**src/core/tsrb_pkg.sv**
```systemverilog
// Purpose: constants and carrier types for the low temperature register bank
// Assumes: 8-bit registers, 8-bit register addresses
// Notes: alias offsets share storage with their primary offsets
package tsrb_pkg;

    // register offsets
    localparam logic [7:0] OFF_LOCAL_TEMP = 8'h00;
    localparam logic [7:0] OFF_REMOTE_TEMP_HI = 8'h01;
    localparam logic [7:0] OFF_ALERT_STATUS = 8'h02;
    localparam logic [7:0] OFF_MAIN_CFG = 8'h03;
    localparam logic [7:0] OFF_CONV_RATE = 8'h04;
    localparam logic [7:0] OFF_LOCAL_HIGH = 8'h05;
    localparam logic [7:0] OFF_RSVD_A = 8'h06;
    localparam logic [7:0] OFF_REMOTE_HIGH_HI = 8'h07;
    localparam logic [7:0] OFF_REMOTE_LOW_HI = 8'h08;
    localparam logic [7:0] OFF_MAIN_CFG_ALIAS = 8'h09;
    localparam logic [7:0] OFF_CONV_RATE_ALIAS = 8'h0a;
    localparam logic [7:0] OFF_LOCAL_HIGH_ALIAS = 8'h0b;
    localparam logic [7:0] OFF_RSVD_B = 8'h0c;
    localparam logic [7:0] OFF_REMOTE_HIGH_ALIAS = 8'h0d;
    localparam logic [7:0] OFF_REMOTE_LOW_ALIAS = 8'h0e;
    localparam logic [7:0] OFF_SINGLE_CONV = 8'h0f;
    localparam logic [7:0] OFF_REMOTE_TEMP_LO = 8'h10;
    localparam logic [7:0] OFF_REMOTE_OFS_HI = 8'h11;
    localparam logic [7:0] OFF_REMOTE_OFS_LO = 8'h12;
    localparam logic [7:0] OFF_REMOTE_HIGH_LO = 8'h13;

    // reset values
    localparam logic [7:0] RST_MAIN_CFG = 8'h00;
    localparam logic [7:0] RST_CONV_RATE = 8'h08;
    localparam logic [7:0] RST_LOCAL_HIGH = 8'h46;
    localparam logic [7:0] RST_REMOTE_HIGH_HI = 8'h55;
    localparam logic [7:0] RST_REMOTE_LOW_HI = 8'h00;
    localparam logic [7:0] RST_REMOTE_OFS_HI = 8'h00;
    localparam logic [7:0] RST_REMOTE_OFS_LO = 8'h00;
    localparam logic [7:0] RST_REMOTE_HIGH_LO = 8'h00;
    localparam logic [7:0] RST_ZERO = 8'h00;

    // field masks
    localparam logic [7:0] MASK_FRAC_FULL = 8'hf8;
    localparam logic [7:0] MASK_FRAC_COARSE = 8'he0;
    localparam logic [7:0] MASK_FRAC_STORE = 8'he0;
    localparam logic [7:0] MASK_CONV_RATE = 8'h0f;
    localparam logic [7:0] MASK_MAIN_CFG = 8'he7;

    // writable configuration set
    typedef struct packed {
        logic [7:0] main_cfg;
        logic [7:0] conv_rate;
        logic [7:0] local_high;
        logic [7:0] remote_high_hi;
        logic [7:0] remote_low_hi;
        logic [7:0] remote_ofs_hi;
        logic [7:0] remote_ofs_lo;
        logic [7:0] remote_high_lo;
    } tsrb_cfg_t;

    // measured values from the conversion engine
    typedef struct packed {
        logic [7:0] local_temp;
        logic [7:0] remote_temp_hi;
        logic [7:0] remote_temp_lo;
        logic [7:0] alert_status;
        logic filter_on;
        logic extended_fraction_enable;
    } tsrb_meas_t;

    // whole module state
    typedef struct packed {
        tsrb_cfg_t cfg;
        logic [7:0] rd_data;
        logic rd_valid;
        logic conv_start;
    } tsrb_state_t;

endpackage : tsrb_pkg

```
**src/core/tsrb_bank.sv**
```systemverilog
// Purpose: register bank 0x00..0x13 of a temperature sensor
// Assumes: access port and conversion engine share clk
// Notes: read data appears one cycle after the read strobe
`timescale 1ns/1ns

module tsrb_bank
    import tsrb_pkg::*;
#(
    parameter int ADDR_W = 8
) (
    // clock and reset
    input wire logic clk,
    input wire logic rst_n,
    // register access port
    input wire logic [ADDR_W-1:0] reg_addr,
    input wire logic reg_wr,
    input wire logic [7:0] reg_wdata,
    input wire logic reg_rd,
    output logic [7:0] reg_rdata,
    output logic reg_rvalid,
    // conversion engine side
    input wire tsrb_meas_t meas,
    output tsrb_cfg_t cfg,
    output logic conv_start
);

    if (ADDR_W < 8) begin : g_bad_addr_w
        $error("tsrb_bank: ADDR_W must be at least 8");
    end

    ////////////////////////////////////////////////////////////////////////
    // alias folding
    function automatic logic [7:0] fold_addr(input logic [7:0] a);
        unique case (a)
            OFF_MAIN_CFG_ALIAS: fold_addr = OFF_MAIN_CFG;
            OFF_CONV_RATE_ALIAS: fold_addr = OFF_CONV_RATE;
            OFF_LOCAL_HIGH_ALIAS: fold_addr = OFF_LOCAL_HIGH;
            OFF_REMOTE_HIGH_ALIAS: fold_addr = OFF_REMOTE_HIGH_HI;
            OFF_REMOTE_LOW_ALIAS: fold_addr = OFF_REMOTE_LOW_HI;
            default: fold_addr = a;
        endcase
    endfunction : fold_addr

    tsrb_state_t st_ff;
    tsrb_state_t nxt_st;
    logic [7:0] addr8;
    logic [7:0] eff_addr;
    logic addr_hi_zero;

    assign addr8 = reg_addr[7:0];
    assign addr_hi_zero = (reg_addr >> 8) == '0;
    assign eff_addr = addr_hi_zero ? fold_addr(addr8) : 8'hff;

    ////////////////////////////////////////////////////////////////////////
    // next state
    always_comb begin
        nxt_st = st_ff;
        nxt_st.rd_valid = reg_rd;
        nxt_st.conv_start = 1'b0;
        if (reg_rd) begin
            unique case (eff_addr)
                OFF_LOCAL_TEMP: nxt_st.rd_data = meas.local_temp;
                OFF_REMOTE_TEMP_HI: nxt_st.rd_data = meas.remote_temp_hi;
                OFF_ALERT_STATUS: nxt_st.rd_data = meas.alert_status;
                OFF_MAIN_CFG: nxt_st.rd_data = st_ff.cfg.main_cfg;
                OFF_CONV_RATE: nxt_st.rd_data = st_ff.cfg.conv_rate;
                OFF_LOCAL_HIGH: nxt_st.rd_data = st_ff.cfg.local_high;
                OFF_REMOTE_HIGH_HI: nxt_st.rd_data = st_ff.cfg.remote_high_hi;
                OFF_REMOTE_LOW_HI: nxt_st.rd_data = st_ff.cfg.remote_low_hi;
                OFF_REMOTE_TEMP_LO: begin
                    if (meas.filter_on || meas.extended_fraction_enable) begin
                        nxt_st.rd_data = meas.remote_temp_lo & MASK_FRAC_FULL;
                    end else begin
                        nxt_st.rd_data = meas.remote_temp_lo & MASK_FRAC_COARSE;
                    end
                end
                OFF_REMOTE_OFS_HI: nxt_st.rd_data = st_ff.cfg.remote_ofs_hi;
                OFF_REMOTE_OFS_LO: nxt_st.rd_data = st_ff.cfg.remote_ofs_lo;
                OFF_REMOTE_HIGH_LO: nxt_st.rd_data = st_ff.cfg.remote_high_lo;
                // reserved, trigger and unmapped read zero
                default: nxt_st.rd_data = RST_ZERO;
            endcase
        end
        if (reg_wr) begin
            unique case (eff_addr)
                OFF_MAIN_CFG: nxt_st.cfg.main_cfg = reg_wdata & MASK_MAIN_CFG;
                OFF_CONV_RATE: nxt_st.cfg.conv_rate = reg_wdata & MASK_CONV_RATE;
                OFF_LOCAL_HIGH: nxt_st.cfg.local_high = reg_wdata;
                OFF_REMOTE_HIGH_HI: nxt_st.cfg.remote_high_hi = reg_wdata;
                OFF_REMOTE_LOW_HI: nxt_st.cfg.remote_low_hi = reg_wdata;
                OFF_SINGLE_CONV: nxt_st.conv_start = 1'b1;
                OFF_REMOTE_OFS_HI: nxt_st.cfg.remote_ofs_hi = reg_wdata;
                OFF_REMOTE_OFS_LO: nxt_st.cfg.remote_ofs_lo = reg_wdata & MASK_FRAC_STORE;
                OFF_REMOTE_HIGH_LO: nxt_st.cfg.remote_high_lo = reg_wdata & MASK_FRAC_STORE;
                // read-only, reserved and unmapped writes dropped
                default: nxt_st.cfg = st_ff.cfg;
            endcase
        end
    end

    ////////////////////////////////////////////////////////////////////////
    // state register
    always_ff @(posedge clk) begin
        if (!rst_n) begin
            st_ff.cfg.main_cfg <= RST_MAIN_CFG;
            st_ff.cfg.conv_rate <= RST_CONV_RATE;
            st_ff.cfg.local_high <= RST_LOCAL_HIGH;
            st_ff.cfg.remote_high_hi <= RST_REMOTE_HIGH_HI;
            st_ff.cfg.remote_low_hi <= RST_REMOTE_LOW_HI;
            st_ff.cfg.remote_ofs_hi <= RST_REMOTE_OFS_HI;
            st_ff.cfg.remote_ofs_lo <= RST_REMOTE_OFS_LO;
            st_ff.cfg.remote_high_lo <= RST_REMOTE_HIGH_LO;
            st_ff.rd_data <= RST_ZERO;
            st_ff.rd_valid <= 1'b0;
            st_ff.conv_start <= 1'b0;
        end else begin
            st_ff <= nxt_st;
        end
    end

    assign reg_rdata = st_ff.rd_data;
    assign reg_rvalid = st_ff.rd_valid;
    assign cfg = st_ff.cfg;
    assign conv_start = st_ff.conv_start;

endmodule : tsrb_bank

```
**config.mk**
```make
export PLATFORM = sky130hd
export DESIGN_NAME = tsrb_bank
export DESIGN_NICKNAME = d
export VERILOG_FILES = /design/src/core/tsrb_pkg.sv /design/src/core/tsrb_bank.sv
export SDC_FILE = /design/constraint.sdc
export NUM_CORES = 1
export LEC_CHECK = 0
export BUFFER_PORTS_ARGS = -buffer_cell sky130_fd_sc_hd__buf_4
export CAP_MARGIN = 20
export CORE_MARGIN = 2
export CORE_UTILIZATION = 32
export DETAILED_ROUTE_END_ITERATION = 12
export SYNTH_ARGS = -nofsm -noshare
export SYNTH_HDL_FRONTEND = slang
export SYNTH_SLANG_ARGS = --single-unit
```
**constraint.sdc**
```tcl
create_clock -name clk -period 1.6 [get_ports clk]
set_input_delay 0.16 -clock clk [delete_from_list [all_inputs] [get_ports clk]]
set_output_delay 0.16 -clock clk [all_outputs]
set_load 0.005 [all_outputs]
```
# [After elaboration in Yosys (flattened, before gate mapping)]
# Cells that the tools add are included.
[op_classes] n_addsub=0 multipliers=0 div=0 order_cmp=0 eq_ne=17 n_shift=0 muxes=4 n_bitwise=0 reduce_logical=11
[ops] op="case mux 8 bit (12 select lines)" count=1
[ops] op="equality test 8 x 4 -> 1 bit (second input constant)" count=7
[ops] op="case mux 8 bit (5 select lines)" count=1
[ops] op="equality test 8 x 5 -> 1 bit (second input constant)" count=4
[ops] op="equality test 8 x 3 -> 1 bit (second input constant)" count=3
[ops] op="AND reduction 2 bit" count=9
[ops] op="equality test 8 x 2 -> 1 bit (second input constant)" count=2
[ops] op="equality test 8 x 1 -> 1 bit (second input constant)" count=1
[ops] op="logical NOT 8 bit" count=1
[ops] op="2-to-1 mux 5 bit" count=1
[ops] op="logical OR 1 bit" count=1
[ops] op="2-to-1 mux 1 bit" count=1
[word_totals] regBits=58 latchBits=0 ram_bits=0 rom_bits=0 in_bits=54 output_inout_bits=74 wordCells=43 memories=0

# [Longest topological paths before layout]
# Gate-level depths: netlist of the first run.
[logic_depth] depth_word=4 ltp_mapped=7 depth_no_buf=5

# [Worst setup path after synthesis of the first run]
# Ideal clock, no wire load.
[synth_timing] kind="input-to-reg" startpoint="in reg_addr[7]" endpoint="reg, netlist name cfg[56]" setup_ns=0.116 arrival_ns=1.460 required_ns=1.484 path_slack_ns=0.024 stages=6 cell_sequence="nor4_1 > nand3_2 > or3b_1 > buf_6 > mux2i_1 > nor2b_1"
[synth_via] elab_chain_cells=4 elab_cells_between_ends=8 cone_classes="eq/ne: 6; mux: 1; reduce/logical: 1"
[synth_lines] element="start, declared" line="tsrb_bank.sv:15" source="input wire logic [ADDR_W-1:0] reg_addr,"
[synth_lines] element="equality test 8 x 4 -> 1 bit" line="tsrb_bank.sv:34" source="unique case (a)"
[synth_lines] element="case mux 8 bit (5 select lines) *" line="tsrb_bank.sv:34"
[synth_lines] element="equality test 8 x 2 -> 1 bit *" line="tsrb_bank.sv:85" source="unique case (eff_addr)"
[synth_lines] element="AND reduction 2 bit (no line) *"
# Mark *: on every way between the ends. The rest lies on a longest branch, timed or not.
# A chain may end at the register's enable or synchronous reset.

# [Final worst setup path of the first run]
[layout_timing] startpoint="in reg_addr[7]" endpoint="reg st_ff (netlist bit reg_rdata[7])"
[layout_via] elab_chain_cells=4 elab_cells_between_ends=19 cone_classes="eq/ne: 16; mux: 2; reduce/logical: 1"
[layout_lines] element="equality test 8 x 4 -> 1 bit" line="tsrb_bank.sv:34"
[layout_lines] element="case mux 8 bit (5 select lines) *" line="tsrb_bank.sv:34"
[layout_lines] element="equality test 8 x 5 -> 1 bit, or another cell as far along" line="tsrb_bank.sv:61" source="unique case (eff_addr)"
[layout_lines] element="case mux 8 bit (12 select lines) *" line="tsrb_bank.sv:61"
[layout_lines] element="end signal, assigned" line="tsrb_bank.sv:117" source="st_ff <= nxt_st;"
[layout_lines] element="end, declared" line="tsrb_bank.sv:44" source="tsrb_state_t st_ff;"
# Marks and branches as above.

==> flow_summary.toml, run 1 <==
[detailed_routing]
drt_iter0_markers = 175
route.vias.total = 3167
viasPerCell = 5.00
drt_first_pass_iters = 4
ant_nets = 0
routed_wl_mm = 11.1
drc_errors = 0
wl_per_cell_um = 17.5

[logic_synthesis]
synth_top_family_by_area = "simple AND/OR/NAND/NOR gates"
syn_inst = 366
yosysUniqueCellTypes = 46
synthXorXnorAreaFrac_pct = 0.791
ys_seq_area_share_pct = 36.7
yosys_warnings = 0
syn_area_sq_um = 3170
ys_top_cells_by_area = "dfxtp_1 37%, mux2i_1 14%, nor2b_1 5.1%"
yosysMostFrequentCell = "dfxtp_1"
synth_common_cells = "58 x dfxtp_1, 45 x mux2i_1, 39 x nand2_1"
synth_simple_gate_area_share_pct = 22.3
dominantRegCellSynth = "dfxtp_1"
synthMuxAreaShare_pct = 16.4
async_reset_ff_share_pct = 0
synth_edf_count = 0
yosysTopAreaCell = "dfxtp_1"
synth-adder-area-share_pct = 0
avgSynthCellArea_sq_um = 8.65
synth_compound_area_share_pct = 16.0
synth_top_area_share_pct = 36.7
ys_ff_latch = 58

[cells_and_area]
fill_cells = 962
final_util_pct = 46.2
drive_gt1_share_pct = 34.7
regArea_sq_um = 1160
syn_to_final_growth_pct = 41.4
final_area_sq_um = 4480
multi_input_area_sq_um = 1820
diodes = 0
final_nets = 551

[global_routing]
gr-total-overflow = 0
antenna_found_initial = 0
grt_pass1_wl_mm = 16.2
grt_max_degree = 50
track_usage_pct = 20.6
grt_pass1_vias = 2998

[clock_tree]
clkTransAtPathRegs_ns = 0.06
cts_tree = "done"
clkSinkCount = 58
post_cts_buffers = 0
htreeDepth = 3
clk_path_buf_depth = 2
cts_root_buf = "clkbuf_8"
cts_buffers = 9
clk_latency_ns = 0.34

[placed_design]
io_buffers = 108
gp_congestion = 0.930
pre_cts_ws_ns = -0.252
hpwl_mm = 8.45
placed_area_sq_um = 4270

[worst_setup_path]
critPathCaptureType = "flop"
r2r-start = "cfg[50]"
cp.arrival_ns = 1.74
reg2reg_slack_ns = 0.30
worstPathMaxFanout = 11
rr_endpoint = "reg_rdata[2]"
path_class = "in2reg"
cp.required_ns = 1.86
r2r_cells = 4
cp-start-kind = "input pin"

[run_status]
status = "finished clean"

[die]
die_width_um = 103
pin_count = 128
initial_core_util_pct = 32.7
core_area_sq_um = 9680
fp-row-count = 36
die-height_um = 103
die-area_sq_um = 10700

[timing]
min_period_ns = 1.48
finClkSkew_ns = 0.00874
slew_violations = 0
fin_crit_sh_pct = 92.4
tightest_slew_ns = 0.989
setup_ws_ns = 0.122
fin_setup_tns_ns = 0
finalHoldViolations = 0
rsz0062_at_grt = "false"
relSlewSlack_pct = 33.9
max_clock_freq_ghz = 0.676
setup_viol = 0
holdWs_ns = 0.0623

[hold_path]
worstHoldPathCells = 2
hp-class = "in2reg"
min_to = "reg_rvalid"
holdCritStartpoint = "reg_rd"

[pwr]
p_per_area_nw_per_um2 = 732
p_leak_nw = 2.06
vdd.ir_drop.worst_uv = 422

[run]
max_cap_viol_count = 0
==> sequential cells by signal, indices dropped and copies added (netlist names) <==
register	count
cfg	48
conv_start	1
reg_rdata	8
reg_rvalid	1
==> worst max-delay path by stage <==
stage | from | end | slack, ns | depth (start not counted)
floorplan | reg_addr[7] | cfg[56] | 0.02 | 6
global placement | reg_addr[7] | cfg[62] | -0.26 | 7
detailed placement | reg_addr[7] | cfg[58] | -0.25 | 7
CTS | reg_addr[7] | cfg[58] | 0.09 | 7
global route | reg_addr[7] | reg_rdata[2] | 0.03 | 8
finish | reg_addr[7] | reg_rdata[7] | 0.12 | 8
==> cell usage in the layout (no fill, tap or decap), types with 2 or more instances in the layout <==
cell type / instances
nor3_1: 3
nor2b_1: 26
o2111ai_1: 2
clkbuf_8: 12
conb_1: 16
o22ai_1: 4
a21oi_1: 24
nand4_1: 5
and3_1: 6
a32oi_1: 2
a22oi_1: 3
nor2_1: 11
nand3_2: 2
mux2i_1: 45
and4_1: 2
mux2_2: 4
a22o_1: 3
a221oi_1: 2
buf_4: 146
a211o_1: 2
a21boi_0: 13
dfxtp_1: 58
a21boi_1: 3
nand3_1: 27
o21ai_0: 7
o2bb2ai_1: 2
nand2b_1: 3
nor3_2: 2
nand2_1: 39
a31oi_1: 7
inv_1: 2
==> cell type report <==
class / count / share of cell area (%)
Multi-Input combinational cell: 279 / 40.7
Sequential cell: 58 / 25.9
Timing Repair Buffer: 147 / 24.9
Clock buffer: 13 / 3.77
Tap cell: 133 / 3.72
Clock inverter: 2 / 0.783
Inverter: 2 / 0.168
==> where the power goes <==
part	internal (mW)	switching [mW]
combinational	0.198	0.215
clock	0.836	0.577
sequential	1.45	0.00284
==> what timing repair did <==
item	in CTS	in global routing
hold buffers	0	0
setup endpoints to repair	0	1
hold endpoints to repair	0	0
resized for setup	0	1
==> layer usage <==
| metal | GRT usage [%] | vias to the layer above | routed length [um] | part of all wire, % |
|---|---|---|---|---|
| li1 | - | 1536 | - | - |
| met1 | 27.1 | 1500 | 4920 | 44 |
| met2 | 33.3 | 118 | 5260 | 47 |
| met3 | 4.10 | 13 | 754 | 6.8 |
| met4 | 7.59 | 0 | 161 | 1.5 |
| met5 | 0 | - | 0 | 0 |
==> cell families (layout without fill, tap and decap cells) <==
kind of cell,after synthesis,in the layout
muxes,50,50
xor gates and xnor gates,2,2
AOI/OAI and AO/OA,77,77
DFF,58,58
other,1,16
and+or+nand+nor,134,134
buffers and inverters,44,164
==> worst max-delay path, cell delays in order <==
cell,delay [ns]
buf_4,0.12
nor4_2,0.35
buf_4,0.19
buf_4,0.17
and4_1,0.25
buf_4,0.20
a21oi_1,0.12
a31oi_1,0.18
==> stage by stage <==
step | total power [mW] | std cells
after floorplan | 1.69 | 381
after global placement | 1.89 | 619
after detailed placement | 1.89 | 619
after CTS | 3.30 | 634
after global routing | 3.38 | 634
final | 3.28 | 634
Note: power is estimated with default switching activity, not from simulation.
==> run 2: changes to the inputs <==
Settings changed: CTS_BUF_LIST from default to sky130_fd_sc_hd__clkbuf_8 sky130_fd_sc_hd__clkbuf_16.
==> run 2 against run 1 <==
Critical path depth unchanged. Flip-flop and latch count unchanged. Core utilization unchanged. Largest cell class unchanged. Sequential share of layout area unchanged. Cell area unchanged. Register-to-register slack about the same. Largest power group unchanged. Clock skew about the same.
==> flow_summary.toml, run 2 (synthesized netlist as in run 1, its figures left out) <==
[run_status]
status = "finished clean"

[timing]
fin_crit_sh_pct = 92.4
tightest_slew_ns = 0.989
slew_violations = 0
holdWs_ns = 0.0622
max_clock_freq_ghz = 0.677
finClkSkew_ns = 0.00874
relSlewSlack_pct = 33.9
setup_ws_ns = 0.122
min_period_ns = 1.48
rsz0062_at_grt = "false"
setup_viol = 0
finalHoldViolations = 0

[cells_and_area]
multi_input_area_sq_um = 1820
largest_register_ffs = 48
drive_gt1_share_pct = 34.7
mostFrequentLayoutCell = "buf_4"
fill_cells = 962
regArea_sq_um = 1160
final_util_pct = 46.2
top_register = "cfg"
diodes = 0
final_cell_mix = "146 x buf_4, 58 x dfxtp_1, 45 x mux2i_1"
syn_to_final_growth_pct = 41.4
final_nets = 551

[detailed_routing]
ant_nets = 0
drt_iter0_markers = 175
routed_wl_mm = 11.1
wl_per_cell_um = 17.5
route.vias.total = 3163
drc_errors = 0
viasPerCell = 4.99
drt_first_pass_iters = 4

[pwr]
power_frac_comb_pct = 12.6
p_int_mw = 2.48
p_sw_share_pct = 24.3
vdd.ir_drop.worst_uv = 422
p_per_area_nw_per_um2 = 731
p_switching_mw = 0.796
p_seq_share_pct = 44.3
p_leak_nw = 2.07
clkPwrFrac_pct = 43.0

[die]
die-height_um = 103
fp-row-count = 36
die_width_um = 103
core_area_sq_um = 9680
die-area_sq_um = 10700
pin_count = 128
initial_core_util_pct = 32.7

[placed_design]
pre_cts_ws_ns = -0.252
io_buffers = 108
hpwl_mm = 8.45
gp_congestion = 0.930

[hold_path]
holdCritStartpoint = "reg_rd"
hp-class = "in2reg"

[worst_setup_path]
cp.required_ns = 1.86
path_class = "in2reg"
cpPeakStageDelay_ns = 0.35
critPathLaunch = "reg_addr[7]"
cp_num_buf_inv = 4
cp_slowest_cell = "nor4_2"
cp_cell_sequence = "buf_4 -> nor4_2 -> buf_4 -> buf_4 -> and4_1 -> buf_4 -> a21oi_1 -> a31oi_1"
cpMostUsedCell = "buf_4"
cp-start-kind = "input pin"
worstPathMaxFanout = 11
critPathCaptureType = "flop"
crit_family = "buffers and inverters"
r2r-start = "cfg[50]"
cp.arrival_ns = 1.74

[global_routing]
antenna_found_initial = 0
grt_pass1_vias = 2998
grt_max_degree = 50
gr-total-overflow = 0
track_usage_pct = 20.6
grt_pass1_wl_mm = 16.2

[clock_tree]
cts_buffers = 9
htreeDepth = 3
clk_latency_ns = 0.34
clkTransAtPathRegs_ns = 0.06
cts_tree = "done"
cts_root_buf = "clkbuf_8"
clk_path_buf_depth = 2
clkSinkCount = 58
post_cts_buffers = 0

[run]
max_cap_viol_count = 0
## run 2: what timing repair did
| item | in CTS | in global routing |
|---|---|---|
| setup endpoints to repair | 0 | 1 |
| hold buffers | 0 | 0 |
| resized for setup | 0 | 1 |
## run 2: power by group through the flow
stage,clock [mW],sequential (mW),combinational (mW)
floorplan,0,1.48,0.209
global placement,0,1.48,0.408
detailed placement,0,1.48,0.409
CTS,1.43,1.45,0.411
global route,1.48,1.45,0.447
finish,1.41,1.45,0.413
## run 2: layout make-up
class	count	share of cell area [%]
multi-input combinational	279	40.7
sequential	58	25.9
timing repair buffer	147	24.9
tap	133	3.72
clock buffer	12	3.69
clock inverter	3	0.866
inverter	2	0.168
## run 2: path summary, 6_finish.rpt
| kind | endpoint | slack, ns | cells after the start |
|---|---|---|---|
| worst min-delay path | reg_rvalid | 0.06 | 2 |
| worst min register to register | cfg[44] | 0.49 | 2 |
| worst max-delay path | reg_rdata[7] | 0.12 | 8 |
| worst max register to register | reg_rdata[2] | 0.29 | 4 |
## run 2: per-stage QoR
step / setup TNS, ns / instances / total power [mW] / instance area [sq um]
after detailed placement: -4.58 / 619 / 1.89 / 4270
after global routing: 0 / 634 / 3.37 / 4480
after CTS: 0 / 634 / 3.29 / 4470
after global placement: -4.80 / 619 / 1.89 / 4270
final: 0 / 634 / 3.27 / 4480
after floorplan: 0 / 381 / 1.69 / 3220
## run 2: routing by layer
layer / global-route usage (%) / wire length (um) / vias to the layer above
li1: - / - / 1536
met1: 27.1 / 4930 / 1496
met2: 33.3 / 5260 / 118
met3: 4.10 / 756 / 13
met4: 7.59 / 161 / 0
met5: 0 / 0 / -
==> run 3: changes to the inputs <==
Settings changed: GPL_ROUTABILITY_DRIVEN from default to 0, MAX_ROUTING_LAYER from default to met4.
Clock period 1.6 ns to 1.7 ns, I/O delays scaled along.
==> run 3 against run 2 <==
Critical path depth decreased by 1. Core utilization decreased by 0.56 points. First-iteration DRC count is 32% lower. Flip-flop and latch count stayed put.
==> flow_summary.toml, run 3 (synthesized netlist as in run 1, its figures left out) <==
[clock_tree]
clkSinkCount = 58
cts_hold_buf = 0
post_cts_buffers = 0
cts_root_buf = "clkbuf_8"
cts.repair.resized = 0
cts_buffers = 9
htreeDepth = 3
cts_tree = "done"
clk_path_buf_depth = 2
clk_latency_ns = 0.33
clkTransAtPathRegs_ns = 0.06

[pwr]
p_int_mw = 2.22
power_frac_comb_pct = 12.8
p_per_area_nw_per_um2 = 665
p_leak_nw = 2.03
p_seq_share_pct = 46.5
p_switching_mw = 0.720
p_sw_share_pct = 24.5
vdd.ir_drop.worst_uv = 340
power_mw = 2.94
clkPwrFrac_pct = 40.7

[timing]
finalHoldViolations = 0
max_clock_freq_ghz = 0.636
slew_violations = 0
finClkSkew_ns = 0.00767
fin_crit_sh_pct = 92.6
rsz0062_at_grt = "false"
setup_viol = 0
min_period_ns = 1.57
setup_ws_ns = 0.127

[cells_and_area]
diodes = 0
fill_cells = 988
largest_register_ffs = 48
syn_to_final_growth_pct = 39.7
final_nets = 546
top_register = "cfg"
final_cell_mix = "141 x buf_4, 58 x dfxtp_1, 45 x mux2i_1"
drive_gt1_share_pct = 33.9
mostFrequentLayoutCell = "buf_4"

[hold_path]
holdCritStartpoint = "reg_rd"
worstHoldPathCells = 2
hp-class = "in2reg"
min_to = "reg_rvalid"

[worst_setup_path]
cp.required_ns = 1.92
crit_family = "simple AND/OR/NAND/NOR gates"
r2r-start = "cfg[22]"
cp-start-kind = "input pin"
cp_num_buf_inv = 2
cp_slowest_cell = "or3b_1"
cpPeakStageDelay_ns = 0.56
cpMostUsedCell = "buf_4"
worstPathMaxFanout = 6
r2r_cells = 3
reg2reg_slack_ns = 0.34
cp.arrival_ns = 1.79
path_class = "in2reg"
cp_cell_sequence = "buf_4 -> nor4_2 -> buf_4 -> nand3_2 -> or3b_1 -> mux2i_1 -> nor2b_1"
critPathCaptureType = "flop"
rr_endpoint = "reg_rdata[6]"

[placed_design]
pre_cts_ws_ns = -0.192
hpwl_mm = 8.05
io_buffers = 108

[global_routing]
track_usage_pct = 20.4
grt_max_degree = 50
antenna_found_initial = 0
gr-total-overflow = 0
grt_pass1_vias = 2963
grt_pass1_wl_mm = 15.8

[die]
pin_count = 128
die_width_um = 103
core_area_sq_um = 9680
die-height_um = 103
initial_core_util_pct = 32.7
fp-row-count = 36
die-area_sq_um = 10700

[run_status]
status = "finished clean"

[detailed_routing]
viasPerCell = 4.99
drt_first_pass_iters = 4
wl_per_cell_um = 16.8
route.vias.total = 3136
drc_errors = 0
ant_nets = 0
drt_iter0_markers = 119
routed_wl_mm = 10.6

[run]
max_cap_viol_count = 0
-- run 3: cell count changes in the layout (fill, tap and decap cells not counted) --
cell	delta
clkinv_2	-1
bufinv_16	-1
buf_4	-5
or3b_4	-1
clkbuf_8	+1
or3b_1	+1
clkinvlp_4	+1
-- run 3: how the worst max path moves through the flow --
stage                startpoint      end  slack (ns)  cells past startpoint
floorplan           reg_addr[7]  cfg[56]        0.11                      6
global placement    reg_addr[7]  cfg[62]       -0.19                      7
detailed placement  reg_addr[7]  cfg[63]       -0.19                      7
CTS                 reg_addr[7]  cfg[62]        0.15                      7
global route        reg_addr[7]  cfg[62]        0.05                      7
finish              reg_addr[7]  cfg[62]        0.13                      7
-- run 3: layout make-up --
type	count	area (sq um)	share of cell area, %
repair buffers	142	1080	24.4
multi-input cells	279	1820	41.1
flip-flops and latches	58	1160	26.3
clock buffers	13	179	4.05
inverters	2	7.51	0.170
well taps	133	166	3.76
clock inverters	2	11.3	0.255
-- run 3: power by group through the flow --
stage | logic [mW] | registers, mW | clock network [mW]
after detailed placement | 0.373 | 1.40 | 0
final | 0.377 | 1.37 | 1.20
after global routing | 0.406 | 1.36 | 1.29
after global placement | 0.373 | 1.40 | 0
after floorplan | 0.197 | 1.40 | 0
after CTS | 0.375 | 1.37 | 1.22
-- run 3: metal layers --
metal / up-vias / GRT usage [%] / part of all wire [%]
li1: 1529 / - / -
met1: 1486 / 26.5 / 45
met2: 111 / 32.1 / 47
met3: 10 / 4.17 / 6.0
met4: 0 / 6.07 / 1.5
met5: - / - / 0
-- run 3: metrics by stage --
step | TNS, ns | hold WS (ns) | cells | cell area (sq um) | utilization, %
after floorplan | 0 | 0.295 | 381 | 3220 | -
after global placement | -2.69 | 0.437 | 614 | 4230 | 43.7
after detailed placement | -2.76 | 0.441 | 614 | 4230 | 43.7
after CTS | 0 | 0.0949 | 629 | 4420 | 45.7
after global routing | 0 | 0.104 | 629 | 4420 | 45.7
final | 0 | 0.108 | 629 | 4420 | 45.7
-- run 3: worst register-to-register path, cell delays in order, from the launching register on --
cell and delay [ns]:
dfxtp_1 0.32, mux4_2 0.49, o21ai_0 0.30, a31oi_1 0.13
